<file path="src/local_intc_pkg.sv">
// Constants and types for the local interrupt unit error, timer and message block
package local_intc_pkg;

  // Register byte offsets inside the 4K register window
  localparam logic [11:0] OFS_PENDING_BASE   = 12'h200;
  localparam logic [11:0] OFS_PENDING_LAST   = 12'h270;
  localparam logic [11:0] OFS_ERROR_STATUS   = 12'h280;
  localparam logic [11:0] OFS_CMD_LOW        = 12'h300;
  localparam logic [11:0] OFS_CMD_HIGH       = 12'h310;
  localparam logic [11:0] OFS_TIMER_ENTRY    = 12'h320;
  localparam logic [11:0] OFS_ERROR_ENTRY    = 12'h370;
  localparam logic [11:0] OFS_INITIAL_COUNT  = 12'h380;
  localparam logic [11:0] OFS_CURRENT_COUNT  = 12'h390;
  localparam logic [11:0] OFS_DIVIDER_CONFIG = 12'h3E0;

  // Error status bit positions
  localparam int ERR_SEND_CHECKSUM = 0;
  localparam int ERR_RECV_CHECKSUM = 1;
  localparam int ERR_SEND_ACCEPT   = 2;
  localparam int ERR_RECV_ACCEPT   = 3;
  localparam int ERR_SEND_VECTOR   = 5;
  localparam int ERR_RECV_VECTOR   = 6;
  localparam int ERR_REG_ADDRESS   = 7;
  localparam int ERR_WIDTH         = 8;

  // Table entry fields (timer and error entries)
  localparam int ENTRY_STATUS_BIT  = 12;
  localparam int ENTRY_MASK_BIT    = 16;
  localparam int ENTRY_MODE_BIT    = 17;
  localparam logic [31:0] ENTRY_WRITE_MASK = 32'h0003_00FF;
  localparam logic [31:0] ENTRY_RESET      = 32'h0001_0000;

  // Command register low word fields, destination in high word
  localparam int CMD_TYPE_LSB      = 8;
  localparam int CMD_DEST_MODE_BIT = 11;
  localparam int CMD_STATUS_BIT    = 12;
  localparam int CMD_LEVEL_BIT     = 14;
  localparam int CMD_TRIGGER_BIT   = 15;
  localparam int CMD_SHORT_LSB     = 18;
  localparam int CMD_DEST_LSB      = 24;
  localparam logic [31:0] CMD_LOW_WRITE_MASK = 32'h000C_CFFF;

  // Divider configuration uses bits 3,1,0
  localparam logic [31:0] DIV_WRITE_MASK = 32'h0000_000B;

  // Vectors below this value are illegal
  localparam logic [7:0] VECTOR_LEGAL_MIN = 8'h10;

  typedef enum logic [2:0] {
    MSG_FIXED    = 3'b000,
    MSG_LOWEST   = 3'b001,
    MSG_SYS_MGMT = 3'b010,
    MSG_RESERVED = 3'b011,
    MSG_NMI      = 3'b100,
    MSG_INIT     = 3'b101,
    MSG_STARTUP  = 3'b110,
    MSG_EXTERNAL = 3'b111
  } msg_type_t;

  typedef enum logic [1:0] {
    DLV_IDLE,
    DLV_OFFER,
    DLV_WAIT
  } dlv_state_t;

endpackage

</file>
<file path="src/local_intc_error_timer_ipi.sv">
// Error status, countdown timer and interprocessor message sender, APB slave
// Functional notes
// - Any recorded error raises the error interrupt
// - Flag send and receive checksum errors
// - Flag send and receive accept errors
// - Flag illegal vector in sent message
// - Flag illegal vector in received or local message
// - Flag access to unimplemented register in window
// - Software writes status first; write refreshes contents
// - Two back-to-back status writes clear it
// - Error flags stay set until cleared
// - Error mask stops recording, keeps old status
// - Provide 32-bit down-counting timer with registers
// - Timer ticks at bus clock over divider
// - One-shot: load, count, interrupt once, hold zero
// - Periodic: interrupt at zero, reload, continue
// - Initial count write restarts the countdown
// - Initial count read-write, current count read-only
// - Timer uses entry vector; mask suppresses it
// - Rejected local interrupt retried; accepted is logged
// - Low command word write sends the message
// - Decode message type; some need vector zero; the vector is sent unchecked for those types
// - Destination mode bit; status zero when idle
// - Start-up message is never retried automatically
// - Status one until message accepted by targets
// - Timer mode bit: zero one-shot, one periodic
//
// Local design decisions: the placing of the registers and the APB interface to the registers.
`timescale 1ns/10ps
module local_intc_error_timer_ipi
  import local_intc_pkg::*;
(
  // Clock and reset
  input  wire logic                        i_clock,
  input  wire logic                        i_nrst,
  // APB slave
  input  wire logic                        i_psel,
  input  wire logic                        i_penable,
  input  wire logic                        i_pwrite,
  input  wire logic [11:0]                 i_paddr,
  input  wire logic [31:0]                 i_pwdata,
  output logic      [31:0]                 o_prdata,
  output logic                             o_pready,
  output logic                             o_pslverr,
  // Message bus error reports, one-cycle pulses
  input  wire logic                        i_err_send_checksum,
  input  wire logic                        i_err_recv_checksum,
  input  wire logic                        i_err_send_accept,
  input  wire logic                        i_err_recv_accept,
  input  wire logic                        i_err_recv_vector,
  // Outgoing interprocessor message
  output logic                             o_msg_valid,
  output local_intc_pkg::msg_type_t        o_msg_type,
  output logic      [7:0]                  o_msg_vector,
  output logic                             o_msg_dest_logical,
  output logic      [1:0]                  o_msg_shorthand,
  output logic      [7:0]                  o_msg_dest,
  output logic                             o_msg_level,
  output logic                             o_msg_trigger,
  input  wire logic                        i_msg_done,
  input  wire logic                        i_msg_accepted,
  // Local interrupt offer to the core
  output logic                             o_core_req,
  output logic      [7:0]                  o_core_vector,
  input  wire logic                        i_core_accept,
  input  wire logic                        i_core_reject,
  input  wire logic                        i_core_service,
  input  wire logic [7:0]                  i_core_service_vector
);

  typedef struct packed {
    logic [31:0]             prdata;
    logic                    pready;
    logic                    pslverr;
    logic                    last_status_write;
    logic [ERR_WIDTH-1:0]    err_latched;
    logic [ERR_WIDTH-1:0]    error_status;
    logic [31:0]             error_entry;
    logic [31:0]             timer_entry;
    logic [31:0]             timer_initial_count;
    logic [31:0]             timer_current_count;
    logic [31:0]             timer_divider_config;
    logic [6:0]              prescale;
    logic                    timer_running;
    logic                    timer_pend;
    logic                    error_pend;
    logic                    offer_timer;
    dlv_state_t              dlv;
    logic [255:0]            pending_request_register;
    logic [31:0]             cmd_low;
    logic [31:0]             cmd_high;
    logic                    cmd_busy;
    logic                    msg_valid;
    logic                    core_req;
    logic [7:0]              core_vector;
  } state_t;

  state_t cur;
  state_t next_cur;

  // Illegal vector check for a type that carries a vector
  function automatic logic vector_illegal(input logic [2:0] mtype, input logic [7:0] vec);
    vector_illegal = ((mtype == MSG_FIXED) || (mtype == MSG_LOWEST)) &&
                     (vec < VECTOR_LEGAL_MIN);
  endfunction

  // Divider code to terminal prescale count
  function automatic logic [6:0] divide_limit(input logic [31:0] cfg);
    logic [2:0] code;
    code = {cfg[3], cfg[1:0]};
    case (code)
      3'b000:  divide_limit = 7'h01;
      3'b001:  divide_limit = 7'h03;
      3'b010:  divide_limit = 7'h07;
      3'b011:  divide_limit = 7'h0F;
      3'b100:  divide_limit = 7'h1F;
      3'b101:  divide_limit = 7'h3F;
      3'b110:  divide_limit = 7'h7F;
      default: divide_limit = 7'h00;
    endcase
  endfunction

  logic                 access;
  logic                 complete;
  logic                 hit;
  logic [31:0]          rd_word;
  logic [ERR_WIDTH-1:0] events;
  logic                 tick;
  logic                 fire;
  logic [2:0]           low_type;

  always_comb begin
    next_cur = cur;
    access   = i_psel && i_penable && !cur.pready;
    complete = i_psel && i_penable && cur.pready;
    hit      = 1'b1;
    rd_word  = 32'h0000_0000;
    events   = '0;
    tick     = 1'b0;
    fire     = 1'b0;
    low_type = i_pwdata[CMD_TYPE_LSB +: 3];

    // Address decode; answer comes one cycle into the access phase
    if (i_paddr >= OFS_PENDING_BASE && i_paddr <= OFS_PENDING_LAST
        && i_paddr[3:0] == 4'h0) begin
      rd_word = cur.pending_request_register[{i_paddr[6:4], 5'h00} +: 32];
    end else if (i_paddr == OFS_ERROR_STATUS) begin
      rd_word = {{(32-ERR_WIDTH){1'b0}}, cur.error_status};
    end else if (i_paddr == OFS_CMD_LOW) begin
      rd_word = cur.cmd_low;
      rd_word[CMD_STATUS_BIT] = cur.cmd_busy;
    end else if (i_paddr == OFS_CMD_HIGH) begin
      rd_word = cur.cmd_high;
    end else if (i_paddr == OFS_TIMER_ENTRY) begin
      rd_word = cur.timer_entry;
      rd_word[ENTRY_STATUS_BIT] = cur.timer_pend;
    end else if (i_paddr == OFS_ERROR_ENTRY) begin
      rd_word = cur.error_entry;
      rd_word[ENTRY_STATUS_BIT] = cur.error_pend;
    end else if (i_paddr == OFS_INITIAL_COUNT) begin
      rd_word = cur.timer_initial_count;
    end else if (i_paddr == OFS_CURRENT_COUNT) begin
      rd_word = cur.timer_current_count;
    end else if (i_paddr == OFS_DIVIDER_CONFIG) begin
      rd_word = cur.timer_divider_config;
    end else begin
      hit = 1'b0;
    end

    next_cur.pready = access;
    if (access) begin
      next_cur.prdata  = i_pwrite ? 32'h0000_0000 : rd_word;
      next_cur.pslverr = !hit;
    end else begin
      next_cur.prdata  = 32'h0000_0000;
      next_cur.pslverr = 1'b0;
    end

    // Error sources
    events[ERR_SEND_CHECKSUM] = i_err_send_checksum;
    events[ERR_RECV_CHECKSUM] = i_err_recv_checksum;
    events[ERR_SEND_ACCEPT]   = i_err_send_accept;
    events[ERR_RECV_ACCEPT]   = i_err_recv_accept;
    events[ERR_RECV_VECTOR]   = i_err_recv_vector;
    events[ERR_REG_ADDRESS]   = complete && !hit;

    // Prescaler runs always; a divider change takes effect when the count next equals the new limit
    tick = (cur.prescale == divide_limit(cur.timer_divider_config));
    next_cur.prescale = tick ? 7'h00 : cur.prescale + 7'h01;

    // Countdown
    if (cur.timer_running && tick) begin
      next_cur.timer_current_count = cur.timer_current_count - 32'h0000_0001;
      if (cur.timer_current_count == 32'h0000_0001) begin
        fire = 1'b1;
        if (cur.timer_entry[ENTRY_MODE_BIT]) begin
          next_cur.timer_current_count = cur.timer_initial_count;
        end else begin
          next_cur.timer_running = 1'b0;
        end
      end
    end

    if (fire && !cur.timer_entry[ENTRY_MASK_BIT]) begin
      next_cur.timer_pend = 1'b1;
      if (vector_illegal(MSG_FIXED, cur.timer_entry[7:0])) begin
        events[ERR_RECV_VECTOR] = 1'b1;
      end
    end

    // Message completion; a failed delivery leaves status set, no retry
    if (i_msg_done && i_msg_accepted) begin
      next_cur.cmd_busy = 1'b0;
    end
    next_cur.msg_valid = 1'b0;

    // Register writes take effect at the edge where pready is seen
    if (complete && i_pwrite) begin
      if (i_paddr == OFS_ERROR_STATUS) begin
        if (cur.last_status_write) begin
          next_cur.err_latched  = '0;
          next_cur.error_status = '0;
        end else begin
          next_cur.error_status = cur.err_latched;
        end
      end else if (i_paddr == OFS_CMD_LOW) begin
        next_cur.cmd_low   = i_pwdata & CMD_LOW_WRITE_MASK;
        next_cur.cmd_busy  = 1'b1;
        next_cur.msg_valid = 1'b1;
        if (vector_illegal(low_type, i_pwdata[7:0])) begin
          events[ERR_SEND_VECTOR] = 1'b1;
        end
      end else if (i_paddr == OFS_CMD_HIGH) begin
        next_cur.cmd_high = {i_pwdata[31:CMD_DEST_LSB], 24'h00_0000};
      end else if (i_paddr == OFS_TIMER_ENTRY) begin
        next_cur.timer_entry = i_pwdata & ENTRY_WRITE_MASK;
        if (vector_illegal(MSG_FIXED, i_pwdata[7:0])) begin
          events[ERR_RECV_VECTOR] = 1'b1;
        end
      end else if (i_paddr == OFS_ERROR_ENTRY) begin
        next_cur.error_entry = i_pwdata & ENTRY_WRITE_MASK & ~(32'h1 << ENTRY_MODE_BIT);
        if (vector_illegal(MSG_FIXED, i_pwdata[7:0])) begin
          events[ERR_RECV_VECTOR] = 1'b1;
        end
      end else if (i_paddr == OFS_INITIAL_COUNT) begin
        next_cur.timer_initial_count = i_pwdata;
        next_cur.timer_current_count = i_pwdata;
        next_cur.timer_running = (i_pwdata != 32'h0000_0000);
        next_cur.prescale = 7'h00;
      end else if (i_paddr == OFS_DIVIDER_CONFIG) begin
        next_cur.timer_divider_config = i_pwdata & DIV_WRITE_MASK;
      end
    end
    if (complete) begin
      next_cur.last_status_write = i_pwrite && (i_paddr == OFS_ERROR_STATUS);
    end

    // Record errors unless masked; set wins over a clear in the same cycle
    if (!cur.error_entry[ENTRY_MASK_BIT]) begin
      next_cur.err_latched = next_cur.err_latched | events;
      if (events != '0) begin
        next_cur.error_pend = 1'b1;
      end
    end

    // Offer pending local interrupts to the core, timer first
    next_cur.core_req = 1'b0;
    case (cur.dlv)
      DLV_IDLE: begin
        if (cur.timer_pend || cur.error_pend) begin
          next_cur.offer_timer = cur.timer_pend;
          next_cur.core_vector = cur.timer_pend ? cur.timer_entry[7:0] :
                                 cur.error_entry[7:0];
          next_cur.core_req = 1'b1;
          next_cur.dlv = DLV_OFFER;
        end
      end
      DLV_OFFER: begin
        if (i_core_accept) begin
          next_cur.pending_request_register[cur.core_vector] = 1'b1;
          if (cur.offer_timer) begin
            next_cur.timer_pend = fire && !cur.timer_entry[ENTRY_MASK_BIT];
          end else begin
            next_cur.error_pend = next_cur.error_pend && (events != '0)
                                  && !cur.error_entry[ENTRY_MASK_BIT];
          end
          next_cur.dlv = DLV_IDLE;
        end else if (i_core_reject) begin
          next_cur.dlv = DLV_WAIT;
        end else begin
          next_cur.core_req = 1'b1;
        end
      end
      default: begin
        // Two cycles with no request before the retry offer
        next_cur.dlv = DLV_IDLE;
      end
    endcase

    // Core services a logged vector; a new log in the same cycle wins
    if (i_core_service && !(cur.dlv == DLV_OFFER && i_core_accept
                            && cur.core_vector == i_core_service_vector)) begin
      next_cur.pending_request_register[i_core_service_vector] = 1'b0;
    end

    if (!i_nrst) begin
      next_cur = '0;
      next_cur.error_entry = ENTRY_RESET;
      next_cur.timer_entry = ENTRY_RESET;
      next_cur.dlv = DLV_IDLE;
    end
  end

  always_ff @(posedge i_clock) begin
    cur <= next_cur;
  end

  // Outputs straight from state flip-flops
  assign o_prdata           = cur.prdata;
  assign o_pready           = cur.pready;
  assign o_pslverr          = cur.pslverr;
  assign o_msg_valid        = cur.msg_valid;
  assign o_msg_type         = msg_type_t'(cur.cmd_low[CMD_TYPE_LSB +: 3]);
  assign o_msg_vector       = cur.cmd_low[7:0];
  assign o_msg_dest_logical = cur.cmd_low[CMD_DEST_MODE_BIT];
  assign o_msg_shorthand    = cur.cmd_low[CMD_SHORT_LSB +: 2];
  assign o_msg_dest         = cur.cmd_high[CMD_DEST_LSB +: 8];
  assign o_msg_level        = cur.cmd_low[CMD_LEVEL_BIT];
  assign o_msg_trigger      = cur.cmd_low[CMD_TRIGGER_BIT];
  assign o_core_req         = cur.core_req;
  assign o_core_vector      = cur.core_vector;

endmodule

</file>
<file path="config.mk">
export PLATFORM = sky130hd
export DESIGN_NAME = local_intc_error_timer_ipi
export DESIGN_NICKNAME = d
export VERILOG_FILES = /design/src/local_intc_pkg.sv /design/src/local_intc_error_timer_ipi.sv
export SDC_FILE = /design/constraint.sdc
export NUM_CORES = 1
export LEC_CHECK = 0
export ABC_AREA = 0
export BUFFER_PORTS_ARGS = -buffer_cell sky130_fd_sc_hd__buf_2
export CAP_MARGIN = 20
export CORE_UTILIZATION = 45
export CTS_BUF_LIST = sky130_fd_sc_hd__clkbuf_2 sky130_fd_sc_hd__clkbuf_4 sky130_fd_sc_hd__clkbuf_8
export DETAILED_ROUTE_END_ITERATION = 12
export GPL_TIMING_DRIVEN = 0
export PLACE_DENSITY = 0.64
export SLEW_MARGIN = 20
export SYNTH_ARGS = -nofsm -noshare
export SYNTH_HDL_FRONTEND = slang
export SYNTH_SLANG_ARGS = --single-unit
</file>
<file path="constraint.sdc">
create_clock -name i_clock -period 2.5 [get_ports i_clock]
set_clock_uncertainty 0.05 [all_clocks]
set_input_delay 0.5 -clock i_clock [delete_from_list [all_inputs] [get_ports i_clock]]
set_output_delay 0.5 -clock i_clock [all_outputs]
set_load 0.02 [all_outputs]
</file>
==> results.txt <==
status - finished with violations
failing checks - setup timing
cell taking the most area after synthesis - dfxtp_1
Port Buffer Count - 126
Synthesis Warnings - 0
footprint of the multi-input gates - 11100 um^2
DIE AREA - 47300 um^2
largest net degree at the start of global routing - 11
die width - 217 um
pwr dens - 603 nW/um^2
critical path capture point type - flop
number of synthesized register bits - 440
Synthesized Nets - 2625
utilization after layout - 54.0%
Routability Congestion - 1.02
RSZ-0062 raised after global routing - true
Syn Std Cell Area - 20900 um^2
total of max-cap violations - 0
setup-violating endpoint count in the final report - 1
Peak VDD IR - 575 uV
Num CTS Buffers - 76
GR Overflow Total - 0
Routed Antenna Nets - 0
CTS Sinks - 440
leak pwr - 0.00904 uW
final wirelength - 90.1 mm
share of cells above drive strength 1 - 20.5%
num rows - 78
vias - 21300
register area share after synthesis - 42.2%
Slew Limit Fails - 0
Post-synth EDFFs - 0
insertion delay to the later sink of the worst-skew pair - 0.70 ns
commonest cells after routing, fill and taps aside - dfxtp_1, a21oi_1, nor2_1
initial core utilization - 45.8%
Die Y - 217 um
DRC viols - 0
core area - 45600 um^2
fraction of registers with async set/reset - 0%
Slew headroom - 24.5%
CTS hold repair buffers - 0
Avg WL per Cell - 26.3 um
vias in the first global route - 20500
Synth-to-Final Area Change - 17.8%
fill count - 4352
most common cell after layout, fill and taps aside - dfxtp_1
CTS HTree Levels - 3
Final #Nets - 2843
CP arrival - 3.03 ns
Max Root-Sink Buffers - 3
Peak Freq - 398 MHz
Final HPWL DP - 66.7 mm
Hold Path Class - in -> reg
CTS clk-pin slew, worst paths - 0.06 ns
Worst Slack Setup Final - -0.0119 ns
first-pass GRT wire length - 132 mm
CTS tree - built
Synth top area share - 42.2%
Req. time, crit path - 3.02 ns
Syn Area/Cell - 8.17 um^2
first drt pass iteration count - 6
fin crit period - 2.51 ns
dpl cells - 3281
Synth Instances - 2555
area occupied by registers - 8810 um^2
initial antenna violation count - 2
synth unique cells - 76
Hold Fails Final Rpt - 0
dpl ws - -1.50 ns
crit-path max FO - 10
Post-synth top flop - dfxtp_1
critical path's largest stage delay - 0.57 ns
CP max stage cell - or4_1
io pins - 135
Worst setup SP type - input port
period utilization - 100%
Synth area leaders - dfxtp_1, a21oi_1, o21ai_0
critical path cell sequence - buf_2 > or4_1 > buf_6 > or4_1 > clkbuf_1 > clkbuf_1 > nor2_1 > a221oi_1 > a21oi_1
mean number of vias per cell - 6.22
worst-margin pin slew - 1.12 ns
critical path type - in -> reg
number of DRC markers in iteration 0 - 2463
non-filler instance count after layout - 3432
Tot GR Track Use - 37.7%
TNS Setup - -0.0119 ns
CTS Root Buffer Type - clkbuf_8
## what timing repair did
item	4_1_cts	5_1_grt
gates resized for setup	110	97
setup buffers	5	11
setup endpoints to repair	355	305
pin swaps	6	13
## worst max-delay path: cells and delay by family
kind	cells	cell delay (ns)
and+or+nand+nor	3	1.42
buffers and inverters	4	0.78
AOI/OAI and AO/OA	2	0.33
## flip-flops by register name (all words and copies together), names as in the netlist
signal,count
o_core_vector,8
o_pready,1
o_pslverr,1
o_prdata,32
o_msg_shorthand,2
o_core_req,1
o_msg_dest,8
o_msg_valid,1
cur,372
o_msg_level,1
o_msg_dest_logical,1
o_msg_trigger,1
o_msg_vector,8
o_msg_type,3
## area by class of cell
cell class              instances  share of cell area [%]
diodes                          1                  0.0102
multi-input cells            1820                    45.1
flip-flops and latches        440                    35.8
clock buffers                 119                    6.00
plain buffers                 272                    6.15
clock inverters                17                   0.519
inverters                      21                   0.320
repair buffers                142                    3.05
well taps                     600                    3.05
## worst paths after layout
kind | start | to | slack [ns] | depth (start not counted)
hold reg to reg | o_msg_dest[2] | o_msg_dest[2] | 0.42 | 2
setup / recovery | i_paddr[1] | o_prdata[15] | -0.01 | 9
setup reg to reg | o_core_vector[7] | cur[116] | 0.02 | 8
hold / removal | i_core_accept | cur[332] | 0.03 | 2
## stage by stage
stage	power, uW	hold WS (ns)	instance area (um^2)
finish	14800	0.0286	24600
global route	15200	0.0232	24600
CTS	14800	0.0146	24300
detailed placement	7880	0.408	22300
global placement	7870	0.399	22300
floorplan	7540	0.382	20900
## cell families (layout without fill, tap and decap cells)
kind of cell | count (synthesis) | after routing | share of synthesized area, %
xor+xnor | 14 | 14 | 0.587
buf+inv | 295 | 571 | 6.74
other cells | 0 | 1 | 0
mux | 130 | 130 | 10.1
simple gates | 819 | 819 | 17.6
flops | 440 | 440 | 42.2
fa+ha+maj | 3 | 3 | 0.180
compound gates | 854 | 854 | 22.6
## Yosys cell counts (10+ instances only)
cell type  number
a211oi_1       23
a21oi_1       389
a221oi_1       28
a22oi_1        14
a31oi_1        19
buf_1          11
buf_2          30
buf_4          64
clkbuf_1      166
dfxtp_1       440
inv_1          21
mux2i_1        62
mux4_2         64
nand2_1       191
nand2b_1       11
nand3_1        57
nand4_1        18
nor2_1        399
nor2b_1        15
nor3_1         27
nor3b_1        12
nor4_1         26
o21ai_0       313
xnor2_1        10
## power breakdown
| part | internal [uW] | switching [uW] | total (uW) |
|---|---|---|---|
| logic | 199 | 563 | 763 |
| registers | 7020 | 12.0 | 7030 |
| clock network | 3870 | 3190 | 7050 |
| total | 11100 | 3760 | 14800 |
## metal layers
metal | track usage [%] | part of all wire [%] | vias up
met5 | 0 | 0 | -
met4 | 19.2 | 5.5 | 0
met3 | 7.71 | 9.3 | 285
met2 | 61.0 | 46 | 1231
met1 | 47.5 | 39 | 10300
li1 | - | - | 9527
No activity file was read; power rests on OpenSTA's default activity.
